--- config.mk ---
export PLATFORM = sky130hd
export DESIGN_NAME = rcd_reset_cause
export DESIGN_NICKNAME = d
export VERILOG_FILES = /design/src/rcd_pkg.sv /design/src/rcd_reset_cause.sv
export SDC_FILE = /design/constraint.sdc
export NUM_CORES = 1
export LEC_CHECK = 0
export ABC_AREA = 1
export BUFFER_PORTS_ARGS = -buffer_cell sky130_fd_sc_hd__buf_2
export CORE_MARGIN = 2
export CORE_UTILIZATION = 37
export CTS_BUF_LIST = sky130_fd_sc_hd__clkbuf_4
export DETAILED_ROUTE_END_ITERATION = 16
export GPL_TIMING_DRIVEN = 0
export PLACE_DENSITY_LB_ADDON = 0.05
export SETUP_SLACK_MARGIN = 0.15
export SYNTH_ARGS = -nofsm -noshare
export SYNTH_HDL_FRONTEND = slang
export SYNTH_SLANG_ARGS = --single-unit
--- constraint.sdc ---
create_clock -name clock_i -period 1.1 [get_ports clock_i]
set_clock_uncertainty 0.15 [all_clocks]
set_input_delay 0.33 -clock clock_i [delete_from_list [all_inputs] [get_ports clock_i]]
set_output_delay 0.33 -clock clock_i [all_outputs]
set_load 0.05 [all_outputs]
--- src/rcd_pkg.sv ---
// Constants for the reset-cause and debug force-reset block.
// Assumes a single bus clock; offsets are local to this block.
package rcd_pkg;
	// Register offsets within this block
	localparam logic [1:0] RCD_OFF_CAUSE = 2'h0;
	localparam logic [1:0] RCD_OFF_FORCE = 2'h1;
	// Field positions of the cause register
	localparam int RCD_BIT_POWER_ON = 7;
	localparam int RCD_BIT_PIN      = 6;
	localparam int RCD_BIT_WATCHDOG = 5;
	localparam int RCD_BIT_ILL_OP   = 4;
	localparam int RCD_BIT_ILL_ADDR = 3;
	localparam int RCD_BIT_SUPPLY   = 1;
	localparam int RCD_BIT_FORCE    = 0;
	// Reset values
	localparam logic [7:0] RCD_CAUSE_POR   = 8'h82;
	localparam logic [7:0] RCD_CAUSE_CLEAR = 8'h00;
	localparam logic [7:0] RCD_FORCE_READ  = 8'h00;
	// Length of the forced-reset pulse in cycles
	localparam logic [1:0] RCD_FORCE_CYCLES = 2'h2;
endpackage

--- src/rcd_reset_cause.sv ---
// Reset-cause flag register and debug force-reset register.
// Assumes reset sources arrive as synchronous levels from the system.
`timescale 1ns/1ps
`default_nettype none
module rcd_reset_cause
	import rcd_pkg::*;
(
	// Clock and power-on reset
	input  wire logic       clock_i,
	input  wire logic       rst_n_i,
	// Reset sources, levels at reset entry
	input  wire logic       supply_low_i,
	input  wire logic       supply_drop_reset_enable,
	input  wire logic       reset_pin_n_i,
	input  wire logic       watchdog_timeout_i,
	input  wire logic       watchdog_enable,
	input  wire logic       illegal_opcode_i,
	input  wire logic       stop_exec_i,
	input  wire logic       stop_allow_bit,
	input  wire logic       enter_debug_instruction,
	input  wire logic       debug_mode_allow,
	input  wire logic       illegal_address_i,
	// User register port
	input  wire logic       reg_wr_i,
	input  wire logic       reg_rd_i,
	input  wire logic [1:0] reg_addr_i,
	input  wire logic [7:0] reg_wdata_i,
	// Debug link write port
	input  wire logic       dbg_wr_i,
	input  wire logic [1:0] dbg_addr_i,
	input  wire logic [7:0] dbg_wdata_i,
	// Outputs
	output logic      [7:0] reg_rdata_o,
	output logic            watchdog_restart_o,
	output logic            system_reset_o
);
	// Behaviour overview
	// The cause byte is loaded once per reset entry. A source that stays
	// active keeps the block in reset, and in_reset_r stops a second load,
	// so the flags name the sources seen on the first cycle of the reset.
	// A supply drop is handled apart from the other sources: it sets the
	// supply flag, clears the pin, watchdog and illegal flags, and leaves
	// the power-on flag as it was.
	// A forced reset from the debug link wins over every other source in
	// the same cycle, but a supply drop held into the next cycle reloads the flags over its clearing.
	// User writes reach only the watchdog restart; their data is unused,
	// since any value restarts the watchdog.
	// Limitation: power-on is carried by rst_n_i alone, so the system
	// around this block must assert that input for power-on only.
	// Trade-off: read data is registered, one cycle of latency bought
	// to keep the read mux off the bus timing path.
	// Flag register and pulse counter
	logic [7:0] reset_cause_reg_r;
	logic [1:0] force_cnt_r;
	logic       in_reset_r;
	// Decoded causes
	logic       op_illegal;
	logic       any_src;
	logic       debug_force_reset_bit;
	// Capture allowed: not held in reset, no force, no supply drop
	logic       capture_ok;

	// Illegal-opcode sources, stop and debug entry included
	assign op_illegal = illegal_opcode_i
		| (stop_exec_i & ~stop_allow_bit)
		| (enter_debug_instruction & ~debug_mode_allow);
	// Debug-only force write; user writes never reach it
	assign debug_force_reset_bit = dbg_wr_i
		& (dbg_addr_i == RCD_OFF_FORCE)
		& dbg_wdata_i[RCD_BIT_FORCE];
	// Any source that starts a reset this cycle
	assign any_src = ~reset_pin_n_i
		| (watchdog_timeout_i & watchdog_enable)
		| op_illegal | illegal_address_i
		| (supply_low_i & supply_drop_reset_enable);
	// Qualifier shared by the per-flag checks below
	assign capture_ok = !in_reset_r && !debug_force_reset_bit
		&& !(supply_low_i && supply_drop_reset_enable);

	// Address decode shared by the write, read and check paths
	function automatic logic addr_is(input logic [1:0] a,
		input logic [1:0] off);
		addr_is = (a == off);
	endfunction

	// Flag capture at reset entry; held otherwise
	always_ff @(posedge clock_i) begin
		if (!rst_n_i) begin
			reset_cause_reg_r <= RCD_CAUSE_POR;
		end else if (debug_force_reset_bit) begin
			reset_cause_reg_r <= RCD_CAUSE_CLEAR;
		end else if (supply_low_i & supply_drop_reset_enable) begin
			// Supply drop keeps power-on flag, sets supply flag, clears others
			reset_cause_reg_r <= (reset_cause_reg_r
				& (8'h01 << RCD_BIT_POWER_ON))
				| (8'h01 << RCD_BIT_SUPPLY);
		end else if (any_src && !in_reset_r) begin
			// Latch active sources only, clear the rest
			reset_cause_reg_r <= RCD_CAUSE_CLEAR;
			reset_cause_reg_r[RCD_BIT_PIN] <= ~reset_pin_n_i;
			reset_cause_reg_r[RCD_BIT_WATCHDOG] <=
				watchdog_timeout_i & watchdog_enable;
			reset_cause_reg_r[RCD_BIT_ILL_OP] <= op_illegal;
			reset_cause_reg_r[RCD_BIT_ILL_ADDR] <=
				illegal_address_i;
		end
		// Writes from the user port never alter flags
	end

	// Reset-held marker so a long source latches once
	always_ff @(posedge clock_i) begin
		if (!rst_n_i) begin
			in_reset_r <= 1'b1;
		end else begin
			in_reset_r <= any_src | (force_cnt_r != 2'h0);
		end
	end

	// Forced reset pulse counter
	always_ff @(posedge clock_i) begin
		if (!rst_n_i) begin
			force_cnt_r <= 2'h0;
		end else if (debug_force_reset_bit) begin
			force_cnt_r <= RCD_FORCE_CYCLES;
		end else if (force_cnt_r != 2'h0) begin
			force_cnt_r <= force_cnt_r - 2'h1;
		end
	end

	// System reset request: any source or forced pulse
	always_ff @(posedge clock_i) begin
		if (!rst_n_i) begin
			system_reset_o <= 1'b0;
		end else begin
			system_reset_o <= any_src | debug_force_reset_bit
				| (force_cnt_r > 2'h1);
		end
	end

	// Watchdog restart pulse on any user cause write
	always_ff @(posedge clock_i) begin
		if (!rst_n_i) begin
			watchdog_restart_o <= 1'b0;
		end else begin
			watchdog_restart_o <= reg_wr_i
				& addr_is(reg_addr_i, RCD_OFF_CAUSE);
		end
	end

	// Read data; force register and unmapped read zero
	always_ff @(posedge clock_i) begin
		if (!rst_n_i) begin
			reg_rdata_o <= 8'h00;
		end else if (reg_rd_i && addr_is(reg_addr_i, RCD_OFF_CAUSE)) begin
			reg_rdata_o <= reset_cause_reg_r & 8'hFA;
		end else begin
			reg_rdata_o <= RCD_FORCE_READ;
		end
	end

	// Checks
	chk_flags_hold: assert property (@(posedge clock_i) disable iff (!rst_n_i)
		(!any_src && !debug_force_reset_bit) |=> $stable(reset_cause_reg_r))
		else $error("cause flags changed without a reset");
	chk_force_clear: assert property (@(posedge clock_i) disable iff (!rst_n_i)
		debug_force_reset_bit |=> reset_cause_reg_r == 8'h00)
		else $error("forced reset did not clear flags");
	chk_wd_restart: assert property (@(posedge clock_i) disable iff (!rst_n_i)
		(reg_wr_i && reg_addr_i == RCD_OFF_CAUSE) |=> watchdog_restart_o)
		else $error("cause write did not restart watchdog");
	chk_force_reads: assert property (@(posedge clock_i) disable iff (!rst_n_i)
		(reg_rd_i && reg_addr_i == RCD_OFF_FORCE) |=> reg_rdata_o == 8'h00)
		else $error("force register read nonzero");
	chk_force_pulse: assert property (@(posedge clock_i) disable iff (!rst_n_i)
		debug_force_reset_bit |=> system_reset_o [*2])
		else $error("forced reset pulse too short");
	chk_stop_illegal: assert property (@(posedge clock_i) disable iff (!rst_n_i)
		(stop_exec_i && !stop_allow_bit && !in_reset_r && !debug_force_reset_bit
		&& !(supply_low_i && supply_drop_reset_enable))
		|=> reset_cause_reg_r[RCD_BIT_ILL_OP])
		else $error("stop not flagged illegal");
	chk_pin_flag: assert property (@(posedge clock_i) disable iff (!rst_n_i)
		(!reset_pin_n_i && !in_reset_r && !debug_force_reset_bit
		&& !(supply_low_i && supply_drop_reset_enable))
		|=> reset_cause_reg_r[RCD_BIT_PIN])
		else $error("pin reset not flagged");
	chk_zero_bits: assert property (@(posedge clock_i) disable iff (!rst_n_i)
		reg_rd_i |=> (reg_rdata_o[2] == 1'b0 && reg_rdata_o[0] == 1'b0))
		else $error("reserved cause bits read nonzero");

	// Power-on value must be present on the first cycle out of reset
	// Caught here since no other check runs while reset is held
	chk_por_value: assert property (@(posedge clock_i)
		$rose(rst_n_i) |-> reset_cause_reg_r == RCD_CAUSE_POR)
		else $error("power-on flags wrong after reset");
	// Supply drop sets its flag and clears pin, watchdog, illegal flags
	chk_supply_flag: assert property (@(posedge clock_i)
		disable iff (!rst_n_i)
		(supply_low_i && supply_drop_reset_enable && !debug_force_reset_bit)
		|=> (reset_cause_reg_r[RCD_BIT_SUPPLY]
		&& reset_cause_reg_r[RCD_BIT_PIN:RCD_BIT_ILL_ADDR] == 4'h0))
		else $error("supply drop flags wrong");
	// Supply drop leaves the power-on flag as it was
	chk_supply_keep_por: assert property (@(posedge clock_i)
		disable iff (!rst_n_i)
		(supply_low_i && supply_drop_reset_enable && !debug_force_reset_bit)
		|=> reset_cause_reg_r[RCD_BIT_POWER_ON]
		== $past(reset_cause_reg_r[RCD_BIT_POWER_ON]))
		else $error("supply drop changed power-on flag");
	// Any other reset clears the power-on and supply flags
	chk_other_clears: assert property (@(posedge clock_i)
		disable iff (!rst_n_i)
		(any_src && capture_ok)
		|=> (!reset_cause_reg_r[RCD_BIT_POWER_ON]
		&& !reset_cause_reg_r[RCD_BIT_SUPPLY]))
		else $error("other reset kept power flags");
	// Inactive pin source leaves its flag clear
	chk_pin_clear: assert property (@(posedge clock_i)
		disable iff (!rst_n_i)
		(any_src && capture_ok && reset_pin_n_i)
		|=> !reset_cause_reg_r[RCD_BIT_PIN])
		else $error("pin flag set without pin reset");
	// Inactive address source leaves its flag clear
	chk_illegal_address_flag_clear: assert property (@(posedge clock_i)
		disable iff (!rst_n_i)
		(any_src && capture_ok && !illegal_address_i)
		|=> !reset_cause_reg_r[RCD_BIT_ILL_ADDR])
		else $error("address flag set without source");
	// A source held over many cycles is latched only once
	chk_latch_once: assert property (@(posedge clock_i)
		disable iff (!rst_n_i)
		(any_src && in_reset_r && !debug_force_reset_bit
		&& !(supply_low_i && supply_drop_reset_enable))
		|=> $stable(reset_cause_reg_r))
		else $error("flags reloaded during held reset");
	// Enabled watchdog timeout sets its flag
	chk_wd_flag: assert property (@(posedge clock_i)
		disable iff (!rst_n_i)
		(watchdog_timeout_i && watchdog_enable && capture_ok)
		|=> reset_cause_reg_r[RCD_BIT_WATCHDOG])
		else $error("watchdog reset not flagged");
	// No reset request without a qualified source or a forced pulse
	// Guards the enables: a blocked watchdog or supply must stay quiet
	chk_no_spurious: assert property (@(posedge clock_i)
		disable iff (!rst_n_i)
		(!any_src && !debug_force_reset_bit && force_cnt_r <= 2'h1)
		|=> !system_reset_o)
		else $error("reset requested without a source");
	// Illegal opcode sets its flag
	chk_illegal_opcode_flag_flag: assert property (@(posedge clock_i)
		disable iff (!rst_n_i)
		(illegal_opcode_i && capture_ok)
		|=> reset_cause_reg_r[RCD_BIT_ILL_OP])
		else $error("illegal opcode not flagged");
	// Enter-debug without permission counts as illegal opcode
	chk_debug_illegal: assert property (@(posedge clock_i)
		disable iff (!rst_n_i)
		(enter_debug_instruction && !debug_mode_allow && capture_ok)
		|=> reset_cause_reg_r[RCD_BIT_ILL_OP])
		else $error("enter-debug not flagged illegal");
	// Illegal address sets its flag
	chk_illegal_address_flag_flag: assert property (@(posedge clock_i)
		disable iff (!rst_n_i)
		(illegal_address_i && capture_ok)
		|=> reset_cause_reg_r[RCD_BIT_ILL_ADDR])
		else $error("illegal address not flagged");
	// A debug write of zero leaves the flags as they were
	chk_zero_force: assert property (@(posedge clock_i)
		disable iff (!rst_n_i)
		(dbg_wr_i && addr_is(dbg_addr_i, RCD_OFF_FORCE)
		&& !dbg_wdata_i[RCD_BIT_FORCE] && !any_src)
		|=> $stable(reset_cause_reg_r))
		else $error("zero force write changed flags");
	// Forced pulse ends after two cycles when nothing else is active
	chk_force_end: assert property (@(posedge clock_i)
		disable iff (!rst_n_i)
		debug_force_reset_bit ##1 !debug_force_reset_bit
		##1 (!debug_force_reset_bit && !any_src)
		|=> !system_reset_o)
		else $error("forced reset pulse too long");
	// Cause read returns the stored flags in their documented places
	chk_rdata_flags: assert property (@(posedge clock_i)
		disable iff (!rst_n_i)
		(reg_rd_i && addr_is(reg_addr_i, RCD_OFF_CAUSE))
		|=> (reg_rdata_o[7:3] == $past(reset_cause_reg_r[7:3])
		&& reg_rdata_o[1] == $past(reset_cause_reg_r[1])))
		else $error("cause read data wrong");
	// Restart pulses only after a cause-register write
	chk_restart_only: assert property (@(posedge clock_i)
		disable iff (!rst_n_i)
		!(reg_wr_i && addr_is(reg_addr_i, RCD_OFF_CAUSE))
		|=> !watchdog_restart_o)
		else $error("watchdog restart without write");
	// User writes never change the flags
	chk_user_write_kept: assert property (@(posedge clock_i)
		disable iff (!rst_n_i)
		(reg_wr_i && !any_src && !debug_force_reset_bit)
		|=> $stable(reset_cause_reg_r))
		else $error("user write changed flags");
endmodule
`default_nettype wire

# [Word level (Yosys, flattened, before mapping)]
# Index checks and enable logic that the tools add are counted.
[op_classes] n_lt_le_gt_ge=1 muxes=5 n_eq_ne=2 addsub=1 reduce_logical=12 bitwise_logic=20
[ops] operator="$mux 8" count=3
[ops] operator="$or 1x1->1" count=9
[ops] operator="$and 1x1->1" count=7
[ops] operator="$reduce_bool 2->1" count=3
[ops] operator="$mux 2" count=2
[ops] operator="$not 1->1" count=4
[ops] operator="$reduce_and 2->1" count=2
[ops] operator="$reduce_bool 3->1" count=1
[ops] operator="$reduce_or 3->1" count=1
[ops] operator="$eq 2x1->1 const B" count=1
[ops] operator="$gt 2x1->1 const B" count=1
[ops] operator="$logic_and 1x1->1" count=2
[ops] operator="$logic_not 2->1" count=1
[ops] operator="$ne 2x2->1 const B" count=1
[ops] operator="$reduce_or 2->1" count=1
[ops] operator="$sub 2x1->2 const B" count=1
[ops] operator="$logic_not 1->1" count=1
[totals] reg_bits=19 input_bits=36 word_cells=51

# [Depth between registers and ports, before layout]
[depth] word_depth=11 ltp_mapped=8 ltp_nobuf=8

# [Least setup slack after synthesis]
# OpenSTA, ideal clock, no wires.
[synth_path] path_type="input -> register" start="in watchdog_timeout_i" end="reg system_reset_o" setup_ns=0.121 t_arrival_ns=0.832 path_stages=6 required_ns=0.829 path_slack_ns=-0.002 cell_sequence="nand2_1 nand2_1 nor2_2 nand2_4 nor2_1 a21oi_1"
[synth_via] elab_chain_cells=7
[synth_lines] item="start: declaration" line="rcd_reset_cause.sv:15" rtl="input wire logic watchdog_timeout_i,"
[synth_lines] item="$and 1x1->1" line="rcd_reset_cause.sv:73" rtl="| (watchdog_timeout_i & watchdog_enable)"
[synth_lines] item="$or 1x1->1" line="rcd_reset_cause.sv:73"
[synth_lines] item="$or 1x1->1 (2 in series)" line="rcd_reset_cause.sv:74" rtl="| op_illegal | illegal_address_i"
[synth_lines] item="$or 1x1->1" line="rcd_reset_cause.sv:75" rtl="| (supply_low_i & supply_drop_reset_enable);"
[synth_lines] item="$or 1x1->1" line="rcd_reset_cause.sv:135" rtl="system_reset_o <= any_src | debug_force_reset_bit"
[synth_lines] item="$or 1x1->1" line="rcd_reset_cause.sv:136" rtl="| (force_cnt_r > 2'h1);"
[synth_lines] item="end signal: assignment" line="rcd_reset_cause.sv:135"
[synth_lines] item="end: declaration" line="rcd_reset_cause.sv:35" rtl="output logic system_reset_o"
# No other way between the ends.
# A chain may end at the register's enable or synchronous reset.

# [Final worst setup path]
[layout_path] start="reg reg_rdata_o[7]" end="out reg_rdata_o[7]"
[layout_rtl] item="start: declaration" line="rcd_reset_cause.sv:33" rtl="output logic [7:0] reg_rdata_o,"
[layout_rtl] item="start signal: assignment" line="rcd_reset_cause.sv:155" rtl="reg_rdata_o <= reset_cause_reg_r & 8'hFA;"
# No word-level cell between the ends.

==> key figures <==
Clock network
  • Clock Sinks: 17
  • CTS max path bufs: 2
  • Hold Buf Count CTS: 0
  • TritonCTS Buffers: 3
  • Clock transition at the registers of the reported paths: ~100 ps
  • CTS tree: done
  • Setup Buffers After CTS: 0
  • CTS root buf: clkbuf_4
  • H-Tree Depth: 1
  • Worst-Skew Late Latency: roughly 280 ps

Timing
  • Final hold vios: 0
  • Worst hold margin: just over 90 ps
  • Minimum clock period after layout: about 1300 ps
  • PnR worst setup slack: -168 ps
  • Fin crit share: 115%
  • Peak Freq: 789 MHz
  • Setup TNS: -1210 ps
  • Max-slew violation count: 0
  • Setup violators final: 8
  • RSZ-0062 raised after global routing: yes

Worst setup path
  • CP Max Fanout: 1
  • Req. time, crit path: 620 ps
  • Critical-path top delay cell: dfxtp_2
  • WP data arrival: 790 ps
  • Critical path class: reg2out
  • Critical Path Sink Type: output pin
  • CP startpoint kind: register
  • CP bufs+invs: 1
  • Crit-path max cell delay: ~350 ps
  • Critical-path cell list: buf_8
  • CP top delay family: flip-flops

Global route
  • Total Routing Usage GR: 13.2%
  • First-pass GRT wire length: 2060 um
  • Vias in the first global route: 539
  • GR Overflow Total: 0
  • Initial antenna violation count: 0
  • Largest net degree at the start of global routing: 11

Status
  • Violated checks: setup timing
  • Status: finished with violations

Synthesis
  • Synth Instances: 85
  • Cell taking the most area after synthesis: dfxtp_1
  • Synth warnings: 0
  • Share of the synthesized area in the top cell type: about half
  • Top post-synthesis cells by area: dfxtp_1 (51%), inv_1 (7.8%), nor2_1 (7.8%)
  • Synth Register Bits: 17
  • Synthesized area per cell: about 7.9 um2
  • Synthesized area: between 600 and 700 um2
  • Sequential fraction of the synthesis area: about half
  • Count of cell types in the netlist: 18

Floorplanning
  • Core ar.: 1730 um2
  • Row cnt: 15
  • Die area: 2180 um2
  • Initial core utilization: approximately 39%
  • Die W: 46.7 um
  • Die span in y: 46.7 um
  • Ports: 46

Final layout
  • Fraction of layout instances using a drive strength above 1: about three fifths
  • Final core occ: 65.1%
  • Total Nets Final: 155
  • Commonest non-fill, non-tap cell in the layout: buf_2
  • Most frequent cells in the layout: buf_2 (15), nor2_1 (12), inv_1 (11)
  • Layout area overhead: 66.9%
  • Final instance area: 1120 um2
  • # diodes: 0

Pwr
  • Total power: roughly 0.0012 W
  • Pwr/cell area: 1040 nW/um2
  • Leak pwr: approximately 0.51 nW
  • Worst VDD drop: 973 uV

Routing
  • Final WL: ~1300 um
  • # DRC: 0
  • Routed len/inst: 9.02 um
  • Vias: 610
  • Post-DR vias/cell: 4.27
  • Pre-antenna DRT Iters: 4
  • Final antenna-violating net count: 0
  • Initial drt markers: 3

Placement
  • Hpwl dp: 982 um
  • Placed Area: 938 um2
  • Routability Congestion: between 0.6 and 0.7
  • Port Buf Inserts: 28

Run
  • Number of max-cap violations: 0

Min path
  • Type of the most critical hold path: in2reg
[power by group]
part           switching [W]  internal, W  total (W)
clock               0.000189     0.000135   0.000324
combinational       0.000118    0.0000926   0.000210
sequential        0.00000634     0.000627   0.000633
total               0.000313     0.000855    0.00117
[timing repair]
action / CTS / global route
gates resized for setup: 20 / 27
pin swaps: 7 / 14
endpoints found under the setup margin: 14 / 17
[stage by stage]
| step | std cells | setup slack (ps) |
|---|---|---|
| 2_1_floorplan | 86 | 28.9 |
| 3_3_place_gp | 139 | -165 |
| 3_5_place_dp | 139 | -174 |
| 4_1_cts | 143 | -163 |
| 5_1_grt | 143 | -202 |
| 6_report | 143 | -168 |
[final cells by class]
type / instances / area, um2
multi-input combinational: 52 / 383
tap: 25 / 31.3
inverter: 15 / 61.3
sequential: 17 / 350
clock inverter: 1 / 5.00
timing repair buffer: 28 / 255
clock buffer: 3 / 22.5
fill: 156 / 603
buffer: 2 / 15.0
[metal layers]
layer  wire length [um]  share of wire [%]  up-vias  global-route usage [%]
met5                  0                  0        -                       0
met4                  7               0.54        0                    1.67
met3                 48                3.7        2                    5.88
met2                738                 57       10                    23.9
met1                496                 38      278                    14.5
li1                   -                  -      320                       -
[sequential cells by signal, indices dropped and copies added, names as in the netlist]
name                flops
reset_cause_reg_r       6
reg_rdata_o             6
system_reset_o          1
watchdog_restart_o      1
force_cnt_r             2
in_reset_r              1
[final timing paths]
check             slack [ps]                           endpoint                         startpoint  cells past startpoint
hold reg to reg          280          reg_rdata_o[6]$_SDFF_PN0_  reset_cause_reg_r[6]$_SDFFE_PP0P_                      2
setup reg to reg         180  reset_cause_reg_r[4]$_SDFFE_PP0P_              in_reset_r$_SDFF_PN1_                      3
hold / removal            90      watchdog_restart_o$_SDFF_PN0_                           reg_wr_i                      3
setup / recovery        -170                     reg_rdata_o[7]          reg_rdata_o[7]$_SDFF_PN0_                      1
[synthesized netlist by cell type, drive strengths merged]
library cell  number
o21ai              2
a21oi              8
inv               14
conb               1
nand2             17
dfxtp             17
nor2              17
buf                2
nand3              4
clkinv             1
nand4              1
nor3b              1
[cells by family after synthesis]
family	Yosys count	synth area share, %
other	1	0.557
and+or+nand+nor	40	29.7
buffers and inverters	17	10.6
AOI/OAI and AO/OA	10	8.55
DFF	17	50.6
Power figures use the tool's default switching activity.
